--- src/logic/sar_adc_consts.vh ---
// register map, field positions, reset values and timing counts of the converter sequencer
`ifndef SAR_ADC_CONSTS_VH
`define SAR_ADC_CONSTS_VH

`define MAIN_CTRL_OFFSET 8'h00
`define TIMING_CTRL_OFFSET 8'h04
`define RESULT_HIGH_OFFSET 8'h08
`define RESULT_LOW_OFFSET 8'h0C
`define STATUS_OFFSET 8'h10

`define MAIN_ENABLE_BIT 0
`define MAIN_GO_BIT 1
`define FORMAT_BIT 7
`define ACQ_MSB 5
`define ACQ_LSB 3
`define CLK_MSB 2
`define CLK_LSB 0
`define STATUS_DONE_BIT 0

`define MAIN_CTRL_RESET 2'h0
`define TIMING_CTRL_RESET 8'h00

`define CLK_PERIOD_NS 10
`define INSN_CYCLE_NS 40
`define INSN_CYCLE_CLKS ((`INSN_CYCLE_NS + `CLK_PERIOD_NS - 1) / `CLK_PERIOD_NS)
`define CONV_TADS 11

`endif

--- src/logic/sar_adc_sequencer.v ---
// successive-approximation converter sequencer with its APB register file
//
// Contract
// - result right justified when format bit is 1, left when 0
// - acquisition field maps to 20,16,12,8,6,4,2,0 conversion-clock periods
// - clock field picks system/2,8,32,4,16,64 or the internal RC oscillator
// - RC clock selected: one instruction cycle delay before conversion clock starts
// - reset restores registers, turns converter off, aborts any conversion
// - on completion load result, clear go, set completion flag
// - result pair is not touched by reset
// - nonzero acquisition code: sample programmed period then convert automatically
// - acquisition code 000: go stops sampling and starts conversion at once
// - acquisition field resets to 000
// - after each conversion sampling of the selected channel resumes
// - only go is visible; acquisition end versus conversion start is hidden
// - result comes from successive approximation of the held sample
// - conversion start disconnects the holding capacitor from the input
// - one ten-bit conversion takes eleven conversion-clock periods
// - clearing go mid-conversion aborts it, result pair left unchanged
// - go sits at main control bit 1, reads 1 while converting
//
// Design decisions made here: the APB register port and the placing of the registers.
`timescale 1ns/1ps
`include "sar_adc_consts.vh"

module sar_adc_sequencer #(
	parameter INSN_CLKS = `INSN_CYCLE_CLKS
) (
	input wire clk,
	input wire rst_n,
	input wire psel,
	input wire penable,
	input wire pwrite,
	input wire [7:0] paddr,
	input wire [31:0] pwdata,
	output reg [31:0] prdata,
	output wire pready,
	output wire pslverr,
	input wire rc_osc,
	input wire cmp_in,
	output reg converter_enable,
	output reg sample_enable,
	output reg [9:0] dac_code,
	output reg conversion_complete_flag
);

	localparam ST_IDLE = 2'd0;
	localparam ST_DELAY = 2'd1;
	localparam ST_ACQ = 2'd2;
	localparam ST_CONV = 2'd3;

	reg [1:0] state;
	reg go;
	reg [7:0] timing;
	reg [7:0] result_high;
	reg [7:0] result_low;
	reg [5:0] div_cnt;
	reg [4:0] acq_cnt;
	reg [3:0] tad_cnt;
	reg [2:0] dly_cnt;
	reg rc_meta;
	reg rc_sync;
	reg rc_last;
	reg cmp_meta;
	reg cmp_sync;

	wire [2:0] acq_code = timing[`ACQ_MSB:`ACQ_LSB];
	wire [2:0] clk_code = timing[`CLK_MSB:`CLK_LSB];
	wire use_rc = (clk_code[1:0] == 2'b11);
	wire wr = psel & penable & pwrite;
	wire setup = psel & ~penable;
	wire addr_ok = (paddr == `MAIN_CTRL_OFFSET) | (paddr == `TIMING_CTRL_OFFSET) |
		(paddr == `RESULT_HIGH_OFFSET) | (paddr == `RESULT_LOW_OFFSET) |
		(paddr == `STATUS_OFFSET);
	wire wr_main = wr & (paddr == `MAIN_CTRL_OFFSET);
	wire wr_timing = wr & (paddr == `TIMING_CTRL_OFFSET);
	wire wr_status = wr & (paddr == `STATUS_OFFSET);
	wire wr_go = pwdata[`MAIN_GO_BIT];

	// zero wait states, so pready can be tied high
	assign pready = 1'b1;
	assign pslverr = psel & penable & ~addr_ok;

	// conversion clock period in system clocks; RC codes never use it
	function [5:0] div_len;
		input [2:0] code;
		begin
			case (code)
			3'b000: div_len = 6'd2;
			3'b001: div_len = 6'd8;
			3'b010: div_len = 6'd32;
			3'b100: div_len = 6'd4;
			3'b101: div_len = 6'd16;
			3'b110: div_len = 6'd63;
			default: div_len = 6'd2;
			endcase
		end
	endfunction

	// acquisition length in conversion-clock periods; 000 never enters acquisition
	function [4:0] acq_len;
		input [2:0] code;
		begin
			case (code)
			3'b111: acq_len = 5'd20;
			3'b110: acq_len = 5'd16;
			3'b101: acq_len = 5'd12;
			3'b100: acq_len = 5'd8;
			3'b011: acq_len = 5'd6;
			3'b010: acq_len = 5'd4;
			3'b001: acq_len = 5'd2;
			default: acq_len = 5'd0;
			endcase
		end
	endfunction

	// /64 needs 64 counts; a 6-bit counter wraps after 63 so that code adds one
	wire [6:0] div_full = (clk_code == 3'b110) ? 7'd64 : {1'b0, div_len(clk_code)};
	wire div_tick = ({1'b0, div_cnt} == div_full - 7'd1);
	wire rc_tick = rc_sync & ~rc_last;
	wire tad_tick = use_rc ? rc_tick : div_tick;
	wire abort = (state != ST_IDLE) & (wr_main & (~wr_go | ~pwdata[`MAIN_ENABLE_BIT]));
	// a clear of go in the completing period still aborts: no result, no flag
	wire conv_done = (state == ST_CONV) & tad_tick & (tad_cnt == `CONV_TADS - 1) &
		~abort;
	// go in the same write that powers the converter up is refused
	wire start = (state == ST_IDLE) & wr_main & wr_go & converter_enable &
		pwdata[`MAIN_ENABLE_BIT];
	wire [9:0] trial_bit = 10'h200 >> tad_cnt;
	// period k decides bit 10-k; eleven bits wide so the last period still reaches bit 0
	wire [10:0] prev_wide = 11'h400 >> tad_cnt;
	wire [9:0] prev_bit = prev_wide[9:0];
	// keep the pending trial bit only if the held sample is at or above it
	wire [9:0] next_code = cmp_sync ? dac_code : (dac_code & ~prev_bit);

	// limitation: a comparator answer needs three clocks to be seen, so at /2
	// each decision sees the previous trial; use /4 or slower for exact results
	// pins from outside: two flops before any logic looks at them
	always @(posedge clk or negedge rst_n) begin
		if (!rst_n) begin
			rc_meta <= 1'b0;
			rc_sync <= 1'b0;
			rc_last <= 1'b0;
			cmp_meta <= 1'b0;
			cmp_sync <= 1'b0;
		end else begin
			rc_meta <= rc_osc;
			rc_sync <= rc_meta;
			rc_last <= rc_sync;
			cmp_meta <= cmp_in;
			cmp_sync <= cmp_meta;
		end
	end

	always @(posedge clk or negedge rst_n) begin
		if (!rst_n) begin
			converter_enable <= 1'b0;
			timing <= `TIMING_CTRL_RESET;
		end else begin
			if (wr_main)
				converter_enable <= pwdata[`MAIN_ENABLE_BIT];
			// bit 6 is not implemented and always reads 0
			if (wr_timing)
				timing <= pwdata[7:0] & 8'hBF;
		end
	end

	// sequencer; reset aborts whatever is running
	always @(posedge clk or negedge rst_n) begin
		if (!rst_n) begin
			state <= ST_IDLE;
			go <= 1'b0;
			sample_enable <= 1'b1;
			div_cnt <= 6'h00;
			acq_cnt <= 5'h00;
			tad_cnt <= 4'h0;
			dly_cnt <= 3'h0;
			dac_code <= 10'h000;
		end else begin
			// divider restarts with every phase so its first period is full length
			if (state == ST_IDLE || state == ST_DELAY || tad_tick)
				div_cnt <= 6'h00;
			else
				div_cnt <= div_cnt + 6'h01;
			// sampling resumes after an abort just as after a completion
			if (abort) begin
				state <= ST_IDLE;
				go <= 1'b0;
				sample_enable <= 1'b1;
			end else begin
				case (state)
				ST_IDLE: begin
					sample_enable <= 1'b1;
					// go is decoded only here, so a second go while busy is ignored
					if (start) begin
						go <= 1'b1;
						dly_cnt <= 3'h0;
						acq_cnt <= 5'h00;
						tad_cnt <= 4'h0;
						if (use_rc) begin
							state <= ST_DELAY;
						end else if (acq_code == 3'b000) begin
							state <= ST_CONV;
							sample_enable <= 1'b0;
						end else begin
							state <= ST_ACQ;
						end
					end
				end
				ST_DELAY: begin
					// lets a sleep instruction run before the conversion clock starts
					dly_cnt <= dly_cnt + 3'h1;
					if ({29'h0, dly_cnt} == INSN_CLKS - 1) begin
						if (acq_code == 3'b000) begin
							state <= ST_CONV;
							sample_enable <= 1'b0;
						end else begin
							state <= ST_ACQ;
						end
					end
				end
				ST_ACQ: begin
					if (tad_tick) begin
						acq_cnt <= acq_cnt + 5'h01;
						if (acq_cnt == acq_len(acq_code) - 5'd1) begin
							state <= ST_CONV;
							sample_enable <= 1'b0;
						end
					end
				end
				ST_CONV: begin
					if (tad_tick) begin
						tad_cnt <= tad_cnt + 4'h1;
						// first period holds the sample, then one bit per period
						if (tad_cnt == 4'h0)
							dac_code <= 10'h200;
						else
							dac_code <= next_code | trial_bit;
						if (conv_done) begin
							state <= ST_IDLE;
							go <= 1'b0;
							sample_enable <= 1'b1;
						end
					end
				end
				default: state <= ST_IDLE;
				endcase
			end
		end
	end

	// final bit decided in the completing period
	wire [9:0] final_code = cmp_sync ? dac_code : (dac_code & 10'h3FE);

	// result pair has no reset so its content survives a device reset
	// a completion overrides a same-cycle software write of the pair
	always @(posedge clk) begin
		if (conv_done) begin
			if (timing[`FORMAT_BIT]) begin
				result_high <= {6'h00, final_code[9:8]};
				result_low <= final_code[7:0];
			end else begin
				result_high <= final_code[9:2];
				result_low <= {final_code[1:0], 6'h00};
			end
		end else begin
			if (wr & (paddr == `RESULT_HIGH_OFFSET))
				result_high <= pwdata[7:0];
			if (wr & (paddr == `RESULT_LOW_OFFSET))
				result_low <= pwdata[7:0];
		end
	end

	// completion flag: hardware set wins over software clear
	always @(posedge clk or negedge rst_n) begin
		if (!rst_n)
			conversion_complete_flag <= 1'b0;
		else if (conv_done)
			conversion_complete_flag <= 1'b1;
		else if (wr_status & ~pwdata[`STATUS_DONE_BIT])
			conversion_complete_flag <= 1'b0;
	end

	// read data captured in the setup cycle, valid through the access cycle
	// unmapped reads return zero alongside the error response
	always @(posedge clk or negedge rst_n) begin
		if (!rst_n) begin
			prdata <= 32'h00000000;
		end else if (setup & ~pwrite) begin
			case (paddr)
			`MAIN_CTRL_OFFSET: prdata <= {30'h0, go, converter_enable};
			`TIMING_CTRL_OFFSET: prdata <= {24'h0, timing};
			`RESULT_HIGH_OFFSET: prdata <= {24'h0, result_high};
			`RESULT_LOW_OFFSET: prdata <= {24'h0, result_low};
			`STATUS_OFFSET: prdata <= {31'h0, conversion_complete_flag};
			default: prdata <= 32'h00000000;
			endcase
		end
	end

endmodule // sar_adc_sequencer
--- config.mk ---
export PLATFORM = sky130hd
export DESIGN_NAME = sar_adc_sequencer
export DESIGN_NICKNAME = d
export VERILOG_FILES = /design/src/logic/sar_adc_sequencer.v
export VERILOG_INCLUDE_DIRS = /design/src /design/src/logic
export SDC_FILE = /design/constraint.sdc
export NUM_CORES = 1
export LEC_CHECK = 0
export ABC_AREA = 1
export BUFFER_PORTS_ARGS = -buffer_cell sky130_fd_sc_hd__buf_2
export CAP_MARGIN = 15
export CELL_PAD_IN_SITES_DETAIL_PLACEMENT = 1
export CELL_PAD_IN_SITES_GLOBAL_PLACEMENT = 1
export CORE_AREA = 2 2 106 108
export CTS_BUF_LIST = sky130_fd_sc_hd__clkbuf_8
export DETAILED_ROUTE_END_ITERATION = 8
export DIE_AREA = 0 0 108 110
export PLACE_DENSITY = 0.79
export SYNTH_ARGS = -nofsm -noshare
export SYNTH_HDL_FRONTEND = slang
export SYNTH_SLANG_ARGS = --single-unit
--- constraint.sdc ---
create_clock -name clk -period 2.7 [get_ports clk]
set_input_delay 0.27 -clock clk [delete_from_list [all_inputs] [get_ports clk]]
set_output_delay 0.27 -clock clk [all_outputs]
set_load 0.02 [all_outputs]
# Word level (Yosys, flattened, before mapping)
# Index checks and enable logic that the tools add are counted.
totals:
  reg_bits: 94
  in_bits: 47
  out_inout_bits: 47
  wordCells: 172
classes:
  n_addsub: 6
  eq_ne: 34
  shift: 2
  muxes: 54
  bitwise: 36
  reduce_logical: 21
ops:
  columns: ["op", "count"]
  rows:
  - ["8-bit 2-to-1 mux", 6]
  - ["8-bit one-hot mux with 5 select lines", 1]
  - ["5-bit one-hot mux with 7 select lines", 1]
  - ["5-bit 2-to-1 mux", 5]
  - ["6-bit one-hot mux with 4 select lines", 1]
  - ["1-bit AND", 21]
  - ["3-bit == test, second input constant", 7]
  - ["10-bit 2-to-1 mux", 2]
  - ["1-bit 2-to-1 mux", 19]
  - ["8-bit by 4-bit == test with 1-bit output, second input constant", 2]
  - ["2-bit 2-to-1 mux", 8]
  - ["3-bit != test, second input constant", 5]
  - ["2-bit nonzero test", 7]
  - ["3-bit by 2-bit == test with 1-bit output, second input constant", 4]
  - ["4-bit AND reduction", 3]
  - ["6-bit AND reduction", 2]
  - ["11-bit by 4-bit right shift with 10-bit output, first input constant", 1]
  - ["10-bit AND", 1]
  - ["10-bit NOT", 1]
  - ["10-bit OR", 1]
  - ["5-bit one-hot mux with 2 select lines", 1]
  - ["10-bit by 4-bit right shift with 10-bit output, first input constant", 1]
  - ["8-bit by 3-bit == test with 1-bit output, second input constant", 1]
  - ["8-bit by 5-bit == test with 1-bit output, second input constant", 1]
  - ["other kinds (32)", 51]

# Longest topological paths before layout
logic_depth:
  ltp_word: 15
  ltp_mapped: 16

# Worst setup path before layout
# Ideal clock, no wire load.
synth_timing:
  kind: "reg2reg"
  startpoint: "register timing[0]"
  endpoint: "register result_high[0], enable pin"
  setup_ns: 0.384
  t_arrival_ns: 1.797
  required_time_ns: 2.316
  path_slack_ns: 0.519
  path_stages_with_launch: 14
  path_buffers: 0
  path_cell_list: "dfrtp_1 -> inv_1 -> ha_1 -> nor2_1 -> nand2_1 -> nand2_1 -> nand2_1 -> nor2_1 -> nand3_1 -> nand2_2 -> nand2_4 -> nor2_8 -> inv_1 -> o21ai_0"
synth_between:
  elab_chain_len: 10
  word_cells_on_any_way: 15
synth_lines:
  columns: ["element", "line_no", "rtl"]
  rows:
  - ["start, declared", "sar_adc_sequencer.v:54", "reg [7:0] timing;"]
  - ["start signal, assigned", "sar_adc_sequencer.v:158", "timing <= `TIMING_CTRL_RESET;"]
  - ["start signal, assigned", "sar_adc_sequencer.v:164", "timing <= pwdata[7:0] & 8'hBF;"]
  - ["3-bit == test (tied with other cells)", "sar_adc_sequencer.v:88", "case (code)"]
  - ["6-bit one-hot mux with 4 select lines", "sar_adc_sequencer.v:88", null]
  - ["7-bit 2-to-1 mux", "sar_adc_sequencer.v:118", "wire [6:0] div_full = (clk_code == 3'b110) ? 7'd64 : {1'b0, div_len(clk_code)};"]
  - ["7-bit by 1-bit subtractor with 7-bit output", "sar_adc_sequencer.v:119", "wire div_tick = ({1'b0, div_cnt} == div_full - 7'd1);"]
  - ["6-bit by 7-bit == test with 1-bit output", "sar_adc_sequencer.v:119", null]
  - ["1-bit 2-to-1 mux (*)", "sar_adc_sequencer.v:121", "wire tad_tick = use_rc ? rc_tick : div_tick;"]
  - ["1-bit AND (*) (3 in a row)", "sar_adc_sequencer.v:124", "wire conv_done = (state == ST_CONV) & tad_tick & (tad_cnt == `CONV_TADS - 1) &"]
  - ["2-bit nonzero test (no line) (*)", null, null]
  - ["end signal, assigned", "sar_adc_sequencer.v:260", "result_high <= {6'h00, final_code[9:8]};"]
  - ["end signal, assigned", "sar_adc_sequencer.v:263", "result_high <= final_code[9:2];"]
  - ["end signal, assigned", "sar_adc_sequencer.v:268", "result_high <= pwdata[7:0];"]
  - ["end, declared", "sar_adc_sequencer.v:55", "reg [7:0] result_high;"]
# Every way passes the cells marked *; elsewhere a longest branch is shown, timed or not.
# A chain may end at the register's enable or synchronous reset.

# Final worst setup path
# Same ends and word-level chain as after synthesis.

==> results.yml <==
status:
  status: "complete, no violations"
power:
  power_frac_clock: 0.279
  p_comb_frac: 0.325
  leakagePower_nw: 2.30
  peakVddDrop_uv: 419
  netSwitchingFraction: 0.385
  p_int_mw: 2.10
  p_sw_mw: 1.31
  total_power_mw: 3.41
  power_frac_seq: 0.396
  p_per_area_nw_per_um2: 710
synthesis:
  syn_area_sq_um: 4300
  synth.top_cell.area_share: 0.308
  synth_cells: 550
  ys_types: 39
  ys_seq_area_frac: 0.426
  ys_top_cells_by_count: "nand2_1, inv_1, o21ai_0"
  synthTopCellsByArea: "dfrtp_1, nand2_1, edfxtp_1"
  ys_seq_elements: 70
  synth_flop_cell: "dfrtp_1"
  ys_warn_count: 0
  synth_edf_count: 16
  synth.most_common_cell: "nand2_1"
  synth.largest_area_cell: "dfrtp_1"
  syn_area_per_cell_sq_um: 7.82
  async_reset_ff_frac: 0.771
final_layout:
  drive_gt1_frac: 0.146
  areaGrowthSynthToFinish_pct: 11.8
  nFillCells: 1366
  num_antenna_cells: 0
  multiInputGateArea_sq_um: 2050
  utilization: 0.449
  layout.area.seq_sq_um: 1830
  fin_nets: 667
clock_tree:
  cts_tree: "built"
  cts.clk_slew.worst_paths_ns: 0.07
  htree_levels: 3
  post-cts-setup-buffers: 0
  cts_buffers: 9
  cts_root_buf: "clkbuf_8"
  clock-sinks: 70
  clk_latency_ns: 0.36
  cts_buffer_depth: 2
die:
  core-area_sq_um: 10700
  rows: 38
  fp.dieArea_sq_um: 11900
  io_pins: 94
  die_w_um: 108
  die_h_um: 110
  start_util: 0.402
setup_path:
  cp_common_cell: "nand2_1"
  setup.worst_path.class: "flop to flop"
  path_cells: "inv_1, ha_1, nor2_1, nand2_1, nand2_1, nand2_1, nor2_1, nand3_1, nand2_2, nand2_4, nor2_8, inv_1, o21ai_0, buf_4"
  crit_path_end_kind: "flop"
  worstPathRequired_ns: 2.77
  critical_path_arrival_ns: 2.46
  crit_slowest_cell: "dfrtp_1"
  max_stage_delay_ns: 0.43
  worst_setup_path_start_kind: "flop"
  cp_max_fo: 17
global_route:
  grt_pass1_wl_mm: 17.9
  grt_pass1_vias: 3786
  grt_max_degree: 31
  antenna_found_initial: 0
  grt.total_usage: 0.194
  overflow: 0
sta:
  tightest_slew_ns: 0.582
  setup_tns_ns: 0
  setup_viol: 0
  fin_crit_sh: 0.886
  finalMaxSlewViolations: 0
  rsz0062_at_grt: "false"
  finalHoldViolations: 0
  fmax_mhz: 418
  hold_ws_ns: 0.0168
  setup_slack_ns: 0.308
  finalCriticalPeriod_ns: 2.39
  skew_ns: 0.00943
  max_slew_margin: 0.612
routing:
  drt_iter0_drc: 119
  postRouteWirelength_mm: 10.7
  detail-route-antenna-nets: 0
  drt_drc_violations_left: 0
  first_pass_iters: 4
  post_drt_wl_per_cell_um: 14.4
  routed-via-count: 3726
  viasPerCell: 5.01
flow_run:
  cap_violations: 0
placement:
  port_buffers: 44
  gp_congestion: 0.839
  pre_cts_ws_ns: 0.316
  detailed_place_hpwl_mm: 8.41
hold_path:
  hold_path_class: "input pin to flop"
metrics by stage:
stage | instances | cell area, sq um
floorplan | 573 | 4390
global placement | 726 | 4560
detailed placement | 726 | 4560
CTS | 744 | 4800
global route | 744 | 4800
finish | 744 | 4800
logic make-up after synthesis:
kind of cell,Yosys count,synth area share
xor gates and xnor gates,4,0.00815
AOI/OAI and AO/OA,99,0.123
buffers and inverters,102,0.118
adders and majority gates,21,0.0611
DFF,70,0.426
other,2,0.00175
and+or+nand+nor,252,0.262
sequential cells by signal (all words and copies together) (netlist names):
register / cells
conversion_complete_flag: 1
prdata: 8
dac_code: 10
acq_cnt: 5
sample_enable: 1
converter_enable: 1
rc_sync: 1
timing: 7
state: 2
result_high: 8
div_cnt: 6
dly_cnt: 3
rc_last: 1
go: 1
tad_cnt: 4
cmp_sync: 1
rc_meta: 1
cmp_meta: 1
result_low: 8
timing repair:
item	in CTS	in global routing
setup endpoints to repair	0	1
hold buffers	2	0
endpoints found under the hold margin	24	0
resized for setup	0	1
area by class of cell:
cell class / count / share of cell area
inverters: 66 / 0.0516
well taps: 140 / 0.0365
flip-flops and latches: 70 / 0.382
clock buffers: 9 / 0.0258
clock inverters: 7 / 0.0203
repair buffers: 51 / 0.0586
multi-input cells: 401 / 0.426
critical path: cells and delay by family (launching register included):
family                     cells  cell delay [ns]
adders and majority gates      1             0.26
DFF                            1             0.43
AOI/OAI and AO/OA              1             0.08
buffers and inverters          3             0.39
and+or+nand+nor                9             0.94
final timing paths:
kind / startpoint / end / slack, ns / cells after the start
max in group asynchronous: rst_n / timing[0] / 1.46 / 3
worst max register to register: timing[0] / result_high[0] / 0.31 / 14
worst min-delay path: rc_osc / rc_meta / 0.02 / 1
worst max-delay path: timing[0] / result_high[0] / 0.31 / 14
worst min register to register: rc_meta / rc_sync / 0.36 / 0
min in group asynchronous: rst_n / dly_cnt[2] / 0.43 / 2
per-layer routing:
| metal | share of wire | GRT usage | up-vias |
|---|---|---|---|
| met4 | 0.025 | 0.0934 | 0 |
| met5 | 0 | 0 | - |
| met1 | 0.45 | 0.233 | 1806 |
| li1 | - | - | 1837 |
| met3 | 0.031 | 0.0300 | 17 |
| met2 | 0.50 | 0.340 | 66 |
cells in the final DEF (no fill, tap or decap), types with 21 or more instances in the layout:
cell       n
o21ai_0   55
ha_1      21
nand2_1  147
inv_1     65
nand3_1   38
buf_2     44
nor2_1    29
conb_1    25
dfrtp_1   53
o21ai_1   21
power groups by stage:
stage | logic, mW | registers (mW) | clock network (mW)
2_1_floorplan | 0.792 | 1.38 | 0
3_5_place_dp | 1.10 | 1.37 | 0
3_3_place_gp | 1.05 | 1.36 | 0
4_1_cts | 1.12 | 1.35 | 0.978
6_report | 1.11 | 1.35 | 0.953
5_1_grt | 1.26 | 1.37 | 1.02
(Power assumes the default switching activity.)
